[src/rtl/sram_host_pkg.sv]
// package: pin bundles, timing constants and states for the sram host
package sram_host_pkg;
	localparam int ADDR_W         = 15;
	localparam int DATA_W         = 16;
	localparam int CLK_PERIOD_PS  = 8000;
	// timing figures in their own units
	localparam int READ_CYCLE_MIN_NS        = 10;
	localparam int ADDR_TO_DATA_DELAY_NS    = 10;
	localparam int SELECT_TO_DATA_DELAY_NS  = 10;
	localparam int GATE_TO_DATA_DELAY_NS    = 5;
	localparam int LANE_TO_DATA_DELAY_NS    = 5;
	localparam int WRITE_CYCLE_MIN_NS       = 10;
	localparam int LANE_TO_WRITE_END_NS     = 7;
	localparam int STROBE_TO_FLOAT_DELAY_NS = 5;
	localparam int WRITE_DATA_SETUP_NS      = 6;
	localparam int POWER_TO_FIRST_ACCESS_US = 100;
	// least times round up to whole cycles
	localparam int READ_WAIT_CYC = (ADDR_TO_DATA_DELAY_NS * 1000
		+ CLK_PERIOD_PS - 1) / CLK_PERIOD_PS;
	localparam int READ_CYC_MIN = (READ_CYCLE_MIN_NS * 1000
		+ CLK_PERIOD_PS - 1) / CLK_PERIOD_PS;
	// strobe low long enough for float plus setup, and the pulse width
	localparam int WR_LOW_NS = (STROBE_TO_FLOAT_DELAY_NS
		+ WRITE_DATA_SETUP_NS > LANE_TO_WRITE_END_NS)
		? STROBE_TO_FLOAT_DELAY_NS + WRITE_DATA_SETUP_NS
		: LANE_TO_WRITE_END_NS;
	localparam int WRITE_LOW_CYC = (WR_LOW_NS * 1000 + CLK_PERIOD_PS - 1)
		/ CLK_PERIOD_PS;
	localparam int WRITE_CYC_MIN = (WRITE_CYCLE_MIN_NS * 1000
		+ CLK_PERIOD_PS - 1) / CLK_PERIOD_PS;
	localparam int POWER_WAIT_CYC = (POWER_TO_FIRST_ACCESS_US * 1000000
		+ CLK_PERIOD_PS - 1) / CLK_PERIOD_PS;
	localparam int CNT_W = 16;
	// depth of the data pin synchroniser, counted in the read wait
	localparam int SYNC_CYC = 2;
	// pins toward the memory: address, then active low strobes
	typedef struct packed {
		logic [ADDR_W-1:0] addr;
		logic              chip_select_n;
		logic              output_gate_n;
		logic              write_strobe_n;
		logic              low_lane_enable_n;
		logic              high_lane_enable_n;
	} sram_ctrl_t;
	// host request
	typedef struct packed {
		logic              write;
		logic [ADDR_W-1:0] addr;
		logic [DATA_W-1:0] wdata;
		logic [1:0]        lanes;
	} sram_req_t;
	typedef enum logic [5:0] {
		ST_POWERUP = 6'b000001,
		ST_IDLE    = 6'b000010,
		ST_RD_WAIT = 6'b000100,
		ST_WR_LOW  = 6'b001000,
		ST_RECOVER = 6'b010000,
		ST_DONE    = 6'b100000
	} sram_state_t;
	localparam sram_ctrl_t CTRL_IDLE = '{addr: '0, chip_select_n: 1'b1,
		output_gate_n: 1'b1, write_strobe_n: 1'b1,
		low_lane_enable_n: 1'b1, high_lane_enable_n: 1'b1};
endpackage : sram_host_pkg

[src/rtl/cycle_timer.sv]
// down counter giving a one-cycle expiry pulse
`timescale 1ns/1ps
module cycle_timer #(
	parameter int W = 16
) (
	// clock and reset
	input  wire logic         clk,
	input  wire logic         resetn,
	// load and expiry
	input  wire logic         load,
	input  wire logic [W-1:0] count,
	output logic              done
);
	logic [W-1:0] cnt_ff;
	logic         run_ff;

	// counts down from count-1 so done fires count cycles after load
	always_ff @(posedge clk or negedge resetn) begin
		if (!resetn) begin
			cnt_ff <= '0;
			run_ff <= 1'b0;
		end else if (load) begin
			cnt_ff <= count - W'(1);
			run_ff <= 1'b1;
		end else if (run_ff && cnt_ff != '0) begin
			cnt_ff <= cnt_ff - W'(1);
		end else begin
			run_ff <= 1'b0;
		end
	end

	// no load term: the caller reloads on done, which would close a loop
	assign done = run_ff && (cnt_ff == '0);
endmodule : cycle_timer

[src/rtl/sram_host.sv]
// host controller driving an asynchronous 32k x 16 sram with byte lanes
// Function
// - host holds strobe high on reads, select, gate, lanes low
// - host sets address no later than select falling
// - host holds lanes, select, strobe 7 ns; writes 10 ns apart
// - strobe-controlled write lasts float time plus data setup
// - host waits 100 us after power before first access
`timescale 1ns/1ps
module sram_host
	import sram_host_pkg::*;
#(
	parameter int POWER_WAIT = POWER_WAIT_CYC
) (
	// clock and reset
	input  wire logic                      clk,
	input  wire logic                      resetn,
	// request side
	input  wire logic                      req_valid,
	input  wire sram_host_pkg::sram_req_t  req,
	output logic                           req_ready,
	output logic                           rsp_valid,
	output logic [sram_host_pkg::DATA_W-1:0] rsp_data,
	// memory pins
	output sram_host_pkg::sram_ctrl_t      pins,
	output logic [sram_host_pkg::DATA_W-1:0] dq_out,
	output logic [sram_host_pkg::DATA_W-1:0] dq_oe,
	input  wire logic [sram_host_pkg::DATA_W-1:0] dq_in
);
	import sram_host_pkg::*;

	sram_state_t             state_ff;
	sram_ctrl_t              pins_ff;
	logic [DATA_W-1:0]       dq_out_ff;
	logic [DATA_W-1:0]       dq_oe_ff;
	logic [DATA_W-1:0]       dq_s1_ff;
	logic [DATA_W-1:0]       dq_s2_ff;
	logic                    req_ready_ff;
	logic                    rsp_valid_ff;
	logic [DATA_W-1:0]       rsp_data_ff;
	logic [1:0]              lanes_ff;
	logic                    is_write_ff;
	logic                    t_load;
	logic [CNT_W-1:0]        t_count;
	logic                    t_done;
	logic [31:0]             pwr_cnt_ff;

	// one access: take, strobes low for the timed phase, strobes high,
	// recovery pads the cycle out, then done and idle before next take
	// one timer serves both timed phases of an access; reads add two cycles for the synchroniser
	cycle_timer #(.W(CNT_W)) u_timer (
		.clk    (clk),
		.resetn (resetn),
		.load   (t_load),
		.count  (t_count),
		.done   (t_done)
	);

	// pin inputs pass two flops before use
	// their reset value is never used, reads sample only after the wait
	always_ff @(posedge clk or negedge resetn) begin
		if (!resetn) begin
			dq_s1_ff <= '0;
			dq_s2_ff <= '0;
		end else begin
			dq_s1_ff <= dq_in;
			dq_s2_ff <= dq_s1_ff;
		end
	end

	// power-up wait has its own 32-bit counter; the 16-bit timer only serves accesses
	always_ff @(posedge clk or negedge resetn) begin
		if (!resetn) begin
			pwr_cnt_ff <= '0;
		end else if (state_ff == ST_POWERUP) begin
			pwr_cnt_ff <= pwr_cnt_ff + 32'h0000_0001;
		end
	end

	// timer loads on entry to each timed phase
	always_comb begin
		t_load  = 1'b0;
		t_count = CNT_W'(1);
		unique case (state_ff)
			ST_IDLE: begin
				if (req_valid && req_ready_ff) begin
					t_load  = 1'b1;
					t_count = req.write ? CNT_W'(WRITE_LOW_CYC)
						: CNT_W'(READ_WAIT_CYC + SYNC_CYC);
				end
			end
			ST_RD_WAIT, ST_WR_LOW: begin
				if (t_done) begin
					t_load  = 1'b1;
					// recovery holds the strobes high for a whole minimum cycle length
					t_count = is_write_ff ? CNT_W'(WRITE_CYC_MIN)
						: CNT_W'(READ_CYC_MIN);
				end
			end
			default: ;
		endcase
	end

	// sequencer
	// a reset at any time goes back through the full power wait
	always_ff @(posedge clk or negedge resetn) begin
		if (!resetn) begin
			state_ff <= ST_POWERUP;
		end else begin
			unique case (state_ff)
				ST_POWERUP: if (pwr_cnt_ff >= 32'(POWER_WAIT)) begin
					state_ff <= ST_IDLE;
				end
				ST_IDLE: if (req_valid && req_ready_ff) begin
					state_ff <= req.write ? ST_WR_LOW : ST_RD_WAIT;
				end
				ST_RD_WAIT, ST_WR_LOW: if (t_done) begin
					state_ff <= ST_RECOVER;
				end
				ST_RECOVER: if (t_done) begin
					state_ff <= ST_DONE;
				end
				ST_DONE: state_ff <= ST_IDLE;
				default: state_ff <= ST_IDLE;
			endcase
		end
	end

	// request capture and handshake
	always_ff @(posedge clk or negedge resetn) begin
		if (!resetn) begin
			req_ready_ff <= 1'b0;
			lanes_ff     <= 2'h0;
			is_write_ff  <= 1'b0;
		end else if (state_ff == ST_IDLE && req_valid && req_ready_ff) begin
			req_ready_ff <= 1'b0;
			lanes_ff     <= req.lanes;
			is_write_ff  <= req.write;
		end else begin
			req_ready_ff <= (state_ff == ST_IDLE) || (state_ff == ST_DONE);
		end
	end

	// pin drive: address moves only with strobes falling, all lanes off = no-op
	always_ff @(posedge clk or negedge resetn) begin
		if (!resetn) begin
			pins_ff   <= CTRL_IDLE;
			dq_out_ff <= '0;
			dq_oe_ff  <= '0;
		end else begin
			unique case (state_ff)
				ST_IDLE: if (req_valid && req_ready_ff) begin
					// address set with select falling, never after
					// no lanes still selects; the memory floats and ignores it
					pins_ff.addr          <= req.addr;
					pins_ff.chip_select_n <= 1'b0;
					pins_ff.low_lane_enable_n  <= ~req.lanes[0];
					pins_ff.high_lane_enable_n <= ~req.lanes[1];
					pins_ff.write_strobe_n <= ~req.write;
					// gate stays high on writes so the memory never drives
					pins_ff.output_gate_n  <= req.write;
					dq_out_ff <= req.wdata;
					dq_oe_ff  <= req.write ? {{8{req.lanes[1]}},
						{8{req.lanes[0]}}} : '0;
				end
				ST_RD_WAIT, ST_WR_LOW: if (t_done) begin
					// release strobe, select and lanes at once; address held
					pins_ff.chip_select_n      <= 1'b1;
					pins_ff.write_strobe_n     <= 1'b1;
					pins_ff.output_gate_n      <= 1'b1;
					pins_ff.low_lane_enable_n  <= 1'b1;
					pins_ff.high_lane_enable_n <= 1'b1;
				end
				ST_RECOVER: begin
					// data held one cycle past write end for hold time
					dq_oe_ff <= '0;
				end
				default: ;
			endcase
		end
	end

	// capture read data per lane; unread lane returns zero
	// the sample seen at t_done left the pin two edges earlier, so the
	// wait covers access time plus synchroniser depth
	always_ff @(posedge clk or negedge resetn) begin
		if (!resetn) begin
			rsp_valid_ff <= 1'b0;
			rsp_data_ff  <= '0;
		end else begin
			rsp_valid_ff <= 1'b0;
			if (state_ff == ST_RD_WAIT && t_done) begin
				rsp_valid_ff <= 1'b1;
				rsp_data_ff  <= dq_s2_ff & {{8{lanes_ff[1]}},
					{8{lanes_ff[0]}}};
			end
		end
	end

	assign req_ready = req_ready_ff;
	assign rsp_valid = rsp_valid_ff;
	assign rsp_data  = rsp_data_ff;
	assign pins      = pins_ff;
	assign dq_out    = dq_out_ff;
	assign dq_oe     = dq_oe_ff;
endmodule : sram_host

[config.mk]
export PLATFORM = sky130hd
export DESIGN_NAME = sram_host
export DESIGN_NICKNAME = d
export VERILOG_FILES = /design/src/rtl/sram_host_pkg.sv /design/src/rtl/cycle_timer.sv /design/src/rtl/sram_host.sv
export SDC_FILE = /design/constraint.sdc
export NUM_CORES = 1
export LEC_CHECK = 0
export ABC_AREA = 1
export BUFFER_PORTS_ARGS = -buffer_cell sky130_fd_sc_hd__buf_2
export CORE_MARGIN = 3
export CORE_UTILIZATION = 50
export CTS_BUF_LIST = sky130_fd_sc_hd__clkbuf_4 sky130_fd_sc_hd__clkbuf_8
export CTS_CLUSTER_SIZE = 14
export DETAILED_ROUTE_END_ITERATION = 10
export PLACE_DENSITY = 0.7
export SETUP_SLACK_MARGIN = 0.02
export SLEW_MARGIN = 10
export SYNTH_ARGS = -nofsm -noshare
export SYNTH_HDL_FRONTEND = slang
export SYNTH_HIERARCHICAL = 1
export SYNTH_SLANG_ARGS = --single-unit
[constraint.sdc]
create_clock -name clk -period 2.9 [get_ports clk]
set_input_delay 0.145 -clock clk [delete_from_list [all_inputs] [get_ports clk]]
set_output_delay 0.145 -clock clk [all_outputs]
set_load 0.01 [all_outputs]
After elaboration in Yosys (flattened, before gate mapping)
Index checks and enable logic that the tools add are counted.
{ "word_totals": {"ff_bits": 159, "latchBits": 0, "ramBits": 0, "mem_bits_ro": 0, "output_inout_bits": 70, "word_cells": 79, "n_memories": 0} }
{ "classes": {"n_addsub": 3, "mul": 0, "div_mod_pow": 0, "magnitude_cmp": 1, "n_eq_ne": 11, "shift": 0, "muxes": 25, "bitwise_logic": 4, "n_reduce_logical": 17} }
{ "ops": {"columns": ["operator", "count"], "rows": [
  ["16-bit 2-to-1 mux", 4],
  ["32-bit by 1-bit adder with 32-bit output (second input constant)", 1],
  ["32-bit by 14-bit greater-or-equal comparator with 1-bit output (second input constant)", 1],
  ["16-bit one-hot mux with 2 select lines", 1],
  ["6-bit 2-to-1 mux", 4],
  ["6-bit one-hot mux with 4 select lines", 1],
  ["16-bit bitwise AND", 1],
  ["16-bit logical NOT", 1],
  ["16-bit nonzero test", 1],
  ["16-bit by 1-bit subtractor with 16-bit output (second input constant)", 1],
  ["5-bit 2-to-1 mux", 2],
  ["5-bit one-hot mux with 2 select lines", 1],
  ["2-bit != test (second input constant)", 4],
  ["6-bit by 1-bit == test with 1-bit output (second input constant)", 1],
  ["6-bit by 2-bit == test with 1-bit output (second input constant)", 1],
  ["6-bit by 3-bit == test with 1-bit output (second input constant)", 1],
  ["6-bit by 4-bit == test with 1-bit output (second input constant)", 1],
  ["6-bit by 5-bit == test with 1-bit output (second input constant)", 1],
  ["6-bit == test (second input constant)", 1],
  ["1-bit logical AND", 6],
  ["1-bit 2-to-1 mux", 6],
  ["3-bit 2-to-1 mux", 2],
  ["3-bit one-hot mux with 2 select lines", 1],
  ["2-bit nonzero test", 3],
  ["other kinds (11)", 14]
]} }

Longest topological paths before layout
Gate-level depths: netlist of the first run.
{ "depth": {"ltp_word": 6, "depth_mapped": 19, "depth_no_buf": 19} }

Modules after synthesis
The synthesis of the first run kept the hierarchy.
{ "modules_own_cells": {"columns": ["module", "n_inst", "cells_each", "area_each_um2", "seq_area_each_um2"], "rows": [
  ["sram_host", 1, 633, 5589.1, 3210.6],
  ["cycle_timer", 1, 259, 1492.7, 425.4]
]} }

Worst setup path before layout of the first run
Ideal clock, no wire load.
{ "synth_path": {"kind": "register -> register", "startpoint": "register u_timer.cnt_ff[10]", "endpoint": "register u_timer.cnt_ff[10]", "t_arrival_ps": 2239, "required_time_ps": 2783, "setup_slack_ps": 544, "stages_incl_launch_ff": 19, "n_path_buf": 1, "period_less_slack_ps": 2356, "path_cell_list": "dfrtp_1 > nor2_1 > nand3_1 > nor2_1 > nand2_1 > nor2_1 > nand2_1 > nand2_1 > buf_4 > nand2_1 > nand2_2 > ha_1 > nand3_4 > nor2_8 > nand2_1 > nand2_1 > nand2_1 > nand2_1 > nand2_1"} }
{ "synth_via": {"elab_cells_between_ends": 13, "classes_between": "add/sub: 2; mux: 6; reduce/logical: 5"} }
{ "synth_lines": {"columns": ["item", "line_no", "rtl"], "rows": [
  ["start, declared", "cycle_timer.sv:14", "logic [W-1:0] cnt_ff;"],
  ["start signal, assigned", "cycle_timer.sv:23", "cnt_ff <= count - W'(1);"],
  ["start signal, assigned", "cycle_timer.sv:26", "cnt_ff <= cnt_ff - W'(1);"],
  ["16-bit logical NOT (*)", "cycle_timer.sv:33", "assign done = run_ff && (cnt_ff == '0);"],
  ["1-bit logical AND (*)", "cycle_timer.sv:33", null],
  ["via t_done", "sram_host.sv:44", "logic t_done;"],
  ["1-bit 2-to-1 mux (*)", "sram_host.sv:92", "if (t_done) begin"],
  ["1-bit one-hot mux with 2 select lines (*)", "sram_host.sv:83", "unique case (state_ff)"],
  ["via t_load", "sram_host.sv:42", "logic t_load;"],
  ["16-bit 2-to-1 mux or 2-bit nonzero test (tied branches)", null, null]
]} }
The timed path passes the listed nets; every way through them passes the cells marked *. The select of a mux whose other input is x is not followed.
A chain may end at the register's enable or synchronous reset.

Final worst setup path of the first run
{ "layout_path": {"startpoint": "register u_timer.cnt_ff[7]", "endpoint": "register u_timer.cnt_ff[10]"} }
The elaborated chain is that of the path after synthesis.

==> results.toml, run 1 <==
[die]
die_h_um = 125.0
ios = 123
rows = 42
initial_core_util = 0.5223
core_um2 = 13560
die_w_um = 125.0
die_area_um2 = 15630

[pwr]
p_leak_nw = 4.690
p_switching_mw = 2.464
powerDensity_nw_per_um2 = 742.7
seq_power_share = 0.420
sw_frac_of_total = 0.3793
ir_drop_uv = 399.5
clkPwrFrac = 0.252
power_frac_comb = 0.328
internal_power_mw = 4.033

[sta]
drv_slew = 0
finalSetupTns_ps = 0
hold_viol = 0
fmax_mhz = 381.9
clock_skew_ps = 12.71
rsz0062_at_grt = "no"
fin_crit_ps = 2619
setup_violations = 0
period_share = 0.9030
max_slew.worst_pin.slew_ps = 595.6
slew_headroom = 0.6030

[synth]
avgSynthCellArea_um2 = 7.939
syn_inst = 892
synth_cell_types = 32
synth_seq_area_share = 0.5134
async_reset_ff_frac = 1.000
ys_seq_elements = 145
syn_area_um2 = 7082
synth_edf_count = 0
synth_ff_type = "dfrtp_1"
ys_warn_count = 6

[global_route]
grt_max_degree = 67
grt_pass1_wl_um = 28630
grt-ovfl-total = 0
grt_pass1_vias = 5953
grt_use_total = 0.2249
antenna_found_initial = 0

[setup_path]
worstSetupPathType = "flip-flop to flip-flop"
required_ps = 3240
worstPathMaxFanout = 10
setup.worst_path.end_class = "flip-flop"
r2r-start = "u_timer/cnt_ff[7]"
cp.arrival_ps = 2960
crit_path_start_kind = "flip-flop"
cp-startpoint = "u_timer/cnt_ff[7]"

[final_layout]
fillCellCount = 1185
drive_gt1_frac = 0.1886
fin_nets = 1135
multi_input_area_um2 = 2957
syn2layout_area_growth_pct = 23.52
fin_cells = 1268
ff_latch_area_um2 = 3636
diodes = 0
final_area_um2 = 8747

[route]
dr.first_iter.drc_count = 392
drc_errors = 0
viasPerCell = 4.797
wl_per_cell_um = 13.21
wl_um = 16750
antenna_left = 0
drt-pass1-iter-count = 5
vias = 6083

[clock_network]
cts_buffers = 17
clk_path_buf_depth = 2
cts_tree = "done"
cts-root-buf = "clkbuf_8"
h-tree-depth = 4
clk_latency_ps = 450
path_clk_slew_ps = 90
clkSinkCount = 145
postCtsSetupRepairBufs = 0

[placed_design]
numPlacedInstances = 1185
port_buffers = 122
globalplace.congestion = 0.9091
dp_hpwl_um = 11480
postPlaceCellArea_um2 = 7823

[outcome]
status = "finished, final reports clean"

[run]
maxCapViolations = 0

[worst_hold_path]
worstHoldPathType = "primary input to asynchronous set/reset pin"
[through the flow]
step	hold slack, ps	total power, mW	utilization	worst slack, ps
finish	233.8	6.497	0.6452	281.3
global route	257.5	6.975	0.6452	3.733
floorplan	-150.6	4.195	-	544.0
CTS	209.3	6.509	0.6446	241.4
detailed placement	165.4	4.803	0.5770	274.6
global placement	165.8	4.773	0.5770	327.2
[worst paths after layout]
check	slack, ps	end	depth (start not counted)
setup / recovery	280	u_timer/cnt_ff[10]	18
hold / removal	230	pwr_cnt_ff[3]	2
setup reg to reg	280	u_timer/cnt_ff[10]	18
hold reg to reg	340	dq_s2_ff[14]	0
max in group asynchronous	1830	pins[4]	3
min in group clk	260	state_ff[1]	6
[power groups by stage]
stage	clock network, mW	registers, mW	logic [mW]
floorplan	0	2.81	1.39
global placement	0	2.75	2.02
detailed placement	0	2.75	2.06
CTS	1.67	2.73	2.11
global route	1.77	2.79	2.41
finish	1.64	2.73	2.13
[Yosys cell counts, types with 2 or more instances]
cell type | instances | area, um2
a21oi_2 | 2 | 17.52
buf_2 | 8 | 40.04
buf_4 | 16 | 120.1
buf_6 | 5 | 56.30
clkbuf_1 | 6 | 22.52
dfrtp_1 | 139 | 3478
dfstp_2 | 6 | 157.7
ha_1 | 3 | 37.54
inv_1 | 80 | 300.3
inv_2 | 4 | 15.01
nand2_1 | 380 | 1426
nand2_2 | 8 | 50.05
nand3_1 | 58 | 290.3
nand3b_1 | 5 | 37.54
nand4_1 | 8 | 50.05
nor2_1 | 78 | 292.8
nor2_2 | 4 | 25.02
nor2_4 | 8 | 90.09
nor2_8 | 3 | 60.06
o21ai_0 | 34 | 170.2
o21ai_1 | 2 | 10.01
xnor2_1 | 5 | 43.79
xor2_1 | 21 | 183.9
[critical path, cell delays in order, from the launching register on]
cell and delay, ps:
dfrtp_1 390, inv_1 100, nand4_1 110, nor2_1 140, nand2_1 110, nor2_1 190
nand2_1 140, nand2_2 180, buf_4 190, nand2_1 70, nand2_1 120, ha_2 230
nand3_4 120, nor2_8 170, nand2_1 70, nand2_1 60, nand2_1 40, nand2_1 50
nand2_1 40
[final cells by class]
cell class	instances	share of cell area
Clock buffer	19	0.02918
Clock inverter	13	0.01731
Inverter	84	0.03633
Multi-Input combinational cell	647	0.3380
Sequential cell	145	0.4157
Tap cell	176	0.02518
Timing Repair Buffer	184	0.1383
[logic make-up after synthesis]
family,synth area share
compound gates,0.02898
xor+xnor,0.03216
fa+ha+maj,0.005301
buf+inv,0.08039
flops,0.5134
other cells,0.0005295
simple gates,0.3392
[cells in the final DEF, fill, tap and decap left out, types with 2 or more instances in the layout]
| cell | Yosys | routed |
|---|---|---|
| nand3_1 | 58 | 58 |
| buf_2 | 8 | 121 |
| dfstp_2 | 6 | 6 |
| bufinv_16 | 0 | 2 |
| nand2_1 | 380 | 379 |
| nand4_1 | 8 | 8 |
| o21ai_0 | 34 | 34 |
| inv_1 | 80 | 80 |
| nor2_4 | 8 | 8 |
| nand2_2 | 8 | 9 |
| xor2_1 | 21 | 21 |
| dlygate4sd3_1 | 0 | 51 |
| nor2_1 | 78 | 78 |
| nor2_2 | 4 | 4 |
| conb_1 | 1 | 21 |
| inv_6 | 0 | 4 |
| dfrtp_1 | 139 | 139 |
| ha_1 | 3 | 2 |
| clkbuf_8 | 0 | 18 |
| nor2_8 | 3 | 3 |
| nand3b_1 | 5 | 5 |
| inv_2 | 4 | 3 |
| buf_4 | 16 | 11 |
| o21ai_1 | 2 | 2 |
| clkinv_4 | 0 | 5 |
| xnor2_1 | 5 | 5 |
| a21oi_2 | 2 | 2 |
[what timing repair did]
| item | CTS | global route |
|---|---|---|
| hold buffers | 51 | 0 |
| resized for setup | 0 | 4 |
| endpoints found under the setup margin | 0 | 11 |
| endpoints found under the hold margin | 112 | 0 |
[per-layer routing]
metal  global-route usage  wire [um]
met1               0.3135       7891
met2               0.3505       7533
met3              0.05245       1026
met4              0.07462        302
met5                    0          0
[flip-flops by register name (all words and copies together) (netlist names)]
register / cells
pwr_cnt_ff: 32
dq_oe: 2
u_timer/run_ff: 1
rsp_valid: 1
state_ff: 6
dq_s1_ff: 16
dq_out: 16
rsp_data: 16
pins: 20
lanes_ff: 2
u_timer/cnt_ff: 16
dq_s2_ff: 16
req_ready: 1
Power figures use the tool's default switching activity.
==> inputs of run 2 (changes only) <==
CORE_MARGIN = 1.5   (was 3)
==> run 2 against run 1 <==
Effect of this change:
- via count is 0.46% lower
- fmax is 1.4% lower
- utilization shrank 1.2 points
- worst setup slack lost 36 ps
- hold slack worse by 62 ps
- global-route usage increased by 1.4 points
- critical path depth grew 1
- register-to-register slack worse by 40 ps
- final cell count grew 0.16%
- critical path type unchanged
- critical endpoint unchanged
- largest cell class unchanged
- largest power group unchanged
==> results.toml, run 2 (synthesized netlist as in run 1, its figures left out) <==
[clock_network]
clkSinkCount = 145
cts_tree = "done"
path_clk_slew_ps = 90
clk_latency_ps = 460
h-tree-depth = 4
cts_buffers = 17
cts-root-buf = "clkbuf_8"
postCtsSetupRepairBufs = 0
clk_path_buf_depth = 2

[final_layout]
fin_cells = 1270
final_cell_mix = "nand2_1 (379), dfrtp_1 (139), buf_2 (121)"
fillCellCount = 1198
diodes = 0
fin_nets = 1133
largest_register_ffs = 32
drive_gt1_frac = 0.1872
syn2layout_area_growth_pct = 23.55
layout_commonest_cell = "nand2_1"
largest-register = "pwr_cnt_ff"

[sta]
slew_headroom = 0.5196
drv_slew = 0
max_slew.worst_pin.slew_ps = 720.6
hold_viol = 0
setup_slack_ps = 245.3
period_share = 0.9154
fmax_mhz = 376.7
setup_violations = 0
clock_skew_ps = 12.62
fin_crit_ps = 2655

[setup_path]
worstPathMaxFanout = 9
required_ps = 3250
r2r_slack_ps = 250
r2r-start = "u_timer/cnt_ff[14]"
worst-r2r-cell-count = 19
rr_endpoint = "u_timer/cnt_ff[10]"
cp.arrival_ps = 3010
setup.worst_path.end_class = "flip-flop"
crit_path_start_kind = "flip-flop"
worstSetupPathType = "flip-flop to flip-flop"

[route]
wl_um = 16300
viasPerCell = 4.768
antenna_left = 0
drt-pass1-iter-count = 5
wl_per_cell_um = 12.83
dr.first_iter.drc_count = 385
vias = 6055
drc_errors = 0

[worst_hold_path]
worstHoldStart = "req_valid"
worstHoldPathType = "primary input to flip-flop"
holdPathEnd = "req_ready"
min_path_cells = 6

[placed_design]
port_buffers = 122
post-place-ws_ps = 165.0
numPlacedInstances = 1187
dp_hpwl_um = 10910
globalplace.congestion = 0.9115

[die]
die_w_um = 122.0
ios = 123
core_um2 = 13830
die_h_um = 122.0
rows = 43
initial_core_util = 0.5122
die_area_um2 = 14890

[pwr]
ir_drop_uv = 430.6
p_leak_nw = 4.680
powerDensity_nw_per_um2 = 734.5

[run]
maxCapViolations = 0

[global_route]
grt_use_total = 0.2392
antenna_found_initial = 0
grt_pass1_wl_um = 27630
grt_max_degree = 78
grt-ovfl-total = 0
grt_pass1_vias = 5896

[outcome]
status = "finished, final reports clean"
-- run 2: repair_timing --
| action | in CTS | in global routing |
|---|---|---|
| endpoints found under the hold margin | 124 | 0 |
| gates resized for setup | 0 | 5 |
| hold buffers | 51 | 0 |
| setup endpoints to repair | 0 | 11 |
-- run 2: layout make-up --
type,count,area (um2),share of cell area
tap,180,225.2,0.02574
inverter,84,317.8,0.03632
clock inverter,13,140.1,0.01602
timing repair buffer,182,1207,0.1380
sequential,145,3636,0.4156
multi-input combinational,647,2962,0.3385
clock buffer,19,261.5,0.02989
-- run 2: critical path, stage by stage, from the launching register on --
cell     delay [ps]
dfrtp_1         400
nor2_1          140
nand3_1          80
nor2_1          140
nand2_1         120
nor2_1          210
nand2_1         180
nand2_4         160
inv_1            80
inv_1            60
nand2_1          60
nand2_2         130
ha_2            240
nand3_4         120
nor2_8          170
nand2_1          70
nand2_1          60
nand2_1          40
nand2_1          50
nand2_1          50
-- run 2: per-stage QoR --
stage          hold slack, ps  power (mW)  TNS (ps)  cell area [um2]  utilization
2_1_floorplan          -150.6       4.195         0             7157            -
3_3_place_gp            241.9       4.748         0             7825       0.5659
3_5_place_dp            235.9       4.780         0             7825       0.5659
4_1_cts                 139.9       6.445         0             8737       0.6319
5_1_grt                 195.2       6.933    -12.01             8750       0.6328
6_report                172.0       6.427         0             8750       0.6328
-- run 2: report_power, final --
part | total, mW | leakage [nW] | internal (mW) | switching (mW)
sequential | 2.73 | 1.84 | 2.45 | 0.281
clock | 1.59 | 0.200 | 0.754 | 0.839
combinational | 2.10 | 2.64 | 0.769 | 1.33
total | 6.43 | 4.68 | 3.97 | 2.46
-- run 2: worst max-delay path by stage --
stage / startpoint / endpoint / cells after the start
finish: u_timer/cnt_ff[14] / u_timer/cnt_ff[10] / 19
global route: u_timer/cnt_ff[10] / u_timer/cnt_ff[12] / 18
CTS: u_timer/cnt_ff[14] / u_timer/cnt_ff[10] / 19
detailed placement: u_timer/cnt_ff[14] / u_timer/cnt_ff[12] / 17
global placement: u_timer/cnt_ff[10] / u_timer/cnt_ff[7] / 16
floorplan: u_timer/cnt_ff[10] / u_timer/cnt_ff[10] / 18
-- run 2: routing by layer --
metal	wire (um)	GRT usage	up-vias
met4	243	0.07721	0
met2	7633	0.3887	162
met3	828	0.06227	24
met1	7592	0.3132	2791
li1	-	-	3078
met5	0	0	-
==> inputs of run 3 (changes only) <==
PLACE_DENSITY = 0.71   (was 0.7)
SYNTH_HIERARCHICAL = not set   (was 1)
==> run 3 against run 2 <==
Effect of this change:
- worst setup slack improved by 130 ps
- highest routed layer unchanged
- cell area decreased by 10%
- clock skew decreased by 1.7 ps
- routed wire length decreased by 16%
- via count decreased by 17%
- largest cell class unchanged
- global-route usage decreased by 1.1 points
- non-clock buffer count decreased by 3
- count of clock-buffer cells in the layout increased by 1
- utilization increased by 1.6 points
- fmax increased by 5.4%
- register-to-register slack improved by 130 ps
- critical endpoint is now u_timer.cnt_ff[12]
==> results.toml, run 3 <==
[outcome]
status = "finished, final reports clean"

[global_route]
grt_pass1_wl_um = 23320
antenna_found_initial = 0
grt_max_degree = 77
grt-ovfl-total = 0
grt_use_total = 0.2282
grt_pass1_vias = 5040

[placed_design]
postPlaceCellArea_um2 = 6994
port_buffers = 122
dp_hpwl_um = 9085
globalplace.congestion = 0.8645

[clock_network]
cts_buffers = 17
cts-root-buf = "clkbuf_8"
clk_path_buf_depth = 2
clkSinkCount = 145
clk_latency_ps = 450
cts.repair.resized = 0
path_clk_slew_ps = 80
cts_tree = "done"
h-tree-depth = 4

[setup_path]
rr_endpoint = "u_timer.cnt_ff[12]"
setup.worst_path.end_class = "flip-flop"
worstSetupPathType = "flip-flop to flip-flop"
r2r_slack_ps = 380
required_ps = 3250
cp.arrival_ps = 2870
crit_path_start_kind = "flip-flop"
r2r-start = "state_ff[5]"
worst-r2r-cell-count = 15
cp-startpoint = "state_ff[5]"
worstPathMaxFanout = 14

[pwr]
seq_power_share = 0.453
p_switching_mw = 2.272
ir_drop_uv = 440.4
p_leak_nw = 4.026
powerDensity_nw_per_um2 = 777.5
clkPwrFrac = 0.232
power_frac_comb = 0.315
internal_power_mw = 3.838
sw_frac_of_total = 0.3719

[die]
die_w_um = 115.1
initial_core_util = 0.5189
core_um2 = 12110
rows = 40
die_h_um = 115.1
ios = 123
die_area_um2 = 13250

[worst_hold_path]
holdPathEnd = "req_ready"
worstHoldStart = "req_valid"
worstHoldPathType = "primary input to flip-flop"
min_path_cells = 4

[route]
antenna_left = 0
dr.first_iter.drc_count = 289
wl_per_cell_um = 13.40
vias = 5049
drt-pass1-iter-count = 5
wl_um = 13740
drc_errors = 0
viasPerCell = 4.921

[synth]
synth_top_area_frac = 0.5535
yosysTopAreaCell = "dfrtp_1"
synth_most_common_cell = "nand2_1"
synth_edf_count = 0
synth_cell_types = 38
synth_ff_type = "dfrtp_1"
avgSynthCellArea_um2 = 9.270
ys_seq_elements = 145
syn_inst = 678
synth_seq_area_share = 0.5785
netlist_top_cells_area = "dfrtp_1 (55%), nand2_1 (12%), inv_1 (4.7%)"
syn_area_um2 = 6285
synth_common_cells = "nand2_1 (194), dfrtp_1 (139), inv_1 (78), nor2_1 (46), nand3_1 (38)"
async_reset_ff_frac = 1.000
ys_warn_count = 0
syn_nets = 734

[sta]
drv_slew = 0
max_slew.worst_pin.slew_ps = 626.1
hold_viol = 0
period_share = 0.8689
slew_headroom = 0.5826
clock_skew_ps = 10.89
finalSetupTns_ps = 0
fin_crit_ps = 2520
setup_violations = 0
fmax_mhz = 396.8
rsz0062_at_grt = "no"

[run]
maxCapViolations = 0

[final_layout]
final_cell_mix = "nand2_1 (194), dfrtp_1 (139), buf_2 (121)"
final_area_um2 = 7860
syn2layout_area_growth_pct = 25.06
diodes = 0
fin_nets = 901
largest_register_ffs = 32
largest-register = "pwr_cnt_ff"
drive_gt1_frac = 0.2308
layout_commonest_cell = "nand2_1"
-- run 3: metal layers --
layer,track usage,up-vias,share of wire
li1,-,2447,-
met1,0.2907,2429,0.43
met2,0.3754,156,0.50
met3,0.06589,17,0.062
met4,0.08066,0,0.014
met5,0,-,0
-- run 3: cell type report --
cell class,instances,area (um2)
sequential,145,3636
inverter,83,311.5
timing repair buffer,179,1185
fill,974,4252
multi-input combinational,419,2162
clock buffer,20,269.0
tap,168,210.2
clock inverter,12,86.33
-- run 3: kinds of logic (layout without fill, tap and decap cells) --
| group | Yosys count | count (layout) | share of synthesized area |
|---|---|---|---|
| and+or+nand+nor | 335 | 335 | 0.2447 |
| DFF | 145 | 145 | 0.5785 |
| buffers and inverters | 114 | 294 | 0.07884 |
| AOI/OAI and AO/OA | 47 | 47 | 0.04459 |
| xor gates and xnor gates | 34 | 34 | 0.04738 |
| adders and majority gates | 3 | 3 | 0.005973 |
-- run 3: worst max path at each step --
stage / end / cells after the start
finish: u_timer.cnt_ff[12] / 15
global route: u_timer.cnt_ff[12] / 15
CTS: u_timer.cnt_ff[12] / 15
detailed placement: u_timer.cnt_ff[12] / 15
global placement: u_timer.cnt_ff[12] / 17
floorplan: u_timer.cnt_ff[12] / 16
-- run 3: per-stage QoR --
stage | hold WS [ps] | setup WS (ps) | power, mW | utilization | std cells
global route | 205.8 | 111.0 | 6.547 | 0.6490 | 1026
global placement | 174.6 | 527.9 | 4.604 | 0.5775 | 943
floorplan | -150.6 | 781.2 | 4.053 | - | 678
CTS | 198.0 | 426.8 | 6.144 | 0.6490 | 1026
detailed placement | 191.0 | 437.3 | 4.663 | 0.5775 | 943
finish | 212.4 | 380.2 | 6.111 | 0.6490 | 1026
-- run 3: timing repair --
| action | 4_1_cts | 5_1_grt |
|---|---|---|
| endpoints found under the hold margin | 123 | 0 |
| setup buffers | 0 | 0 |
| hold buffers | 51 | 0 |
-- run 3: power groups by stage --
stage	clock network (mW)	logic (mW)	registers, mW
4_1_cts	1.45	1.93	2.76
3_3_place_gp	0	1.83	2.77
5_1_grt	1.55	2.17	2.82
3_5_place_dp	0	1.87	2.79
2_1_floorplan	0	1.21	2.84
6_report	1.42	1.93	2.77
-- run 3: worst max-delay path, cell delays in order (launching register included) --
cell     delay (ps)
dfrtp_1         410
nor2_2          190
nand2_1         150
nor2_2          180
nand4_2         130
nand2_2         260
inv_2           180
nand2_1         110
ha_1            190
nand3_2         130
inv_1            90
nand2_1          70
nor2_1          160
nand3_1          90
nand2_1          60
nand2_1          40
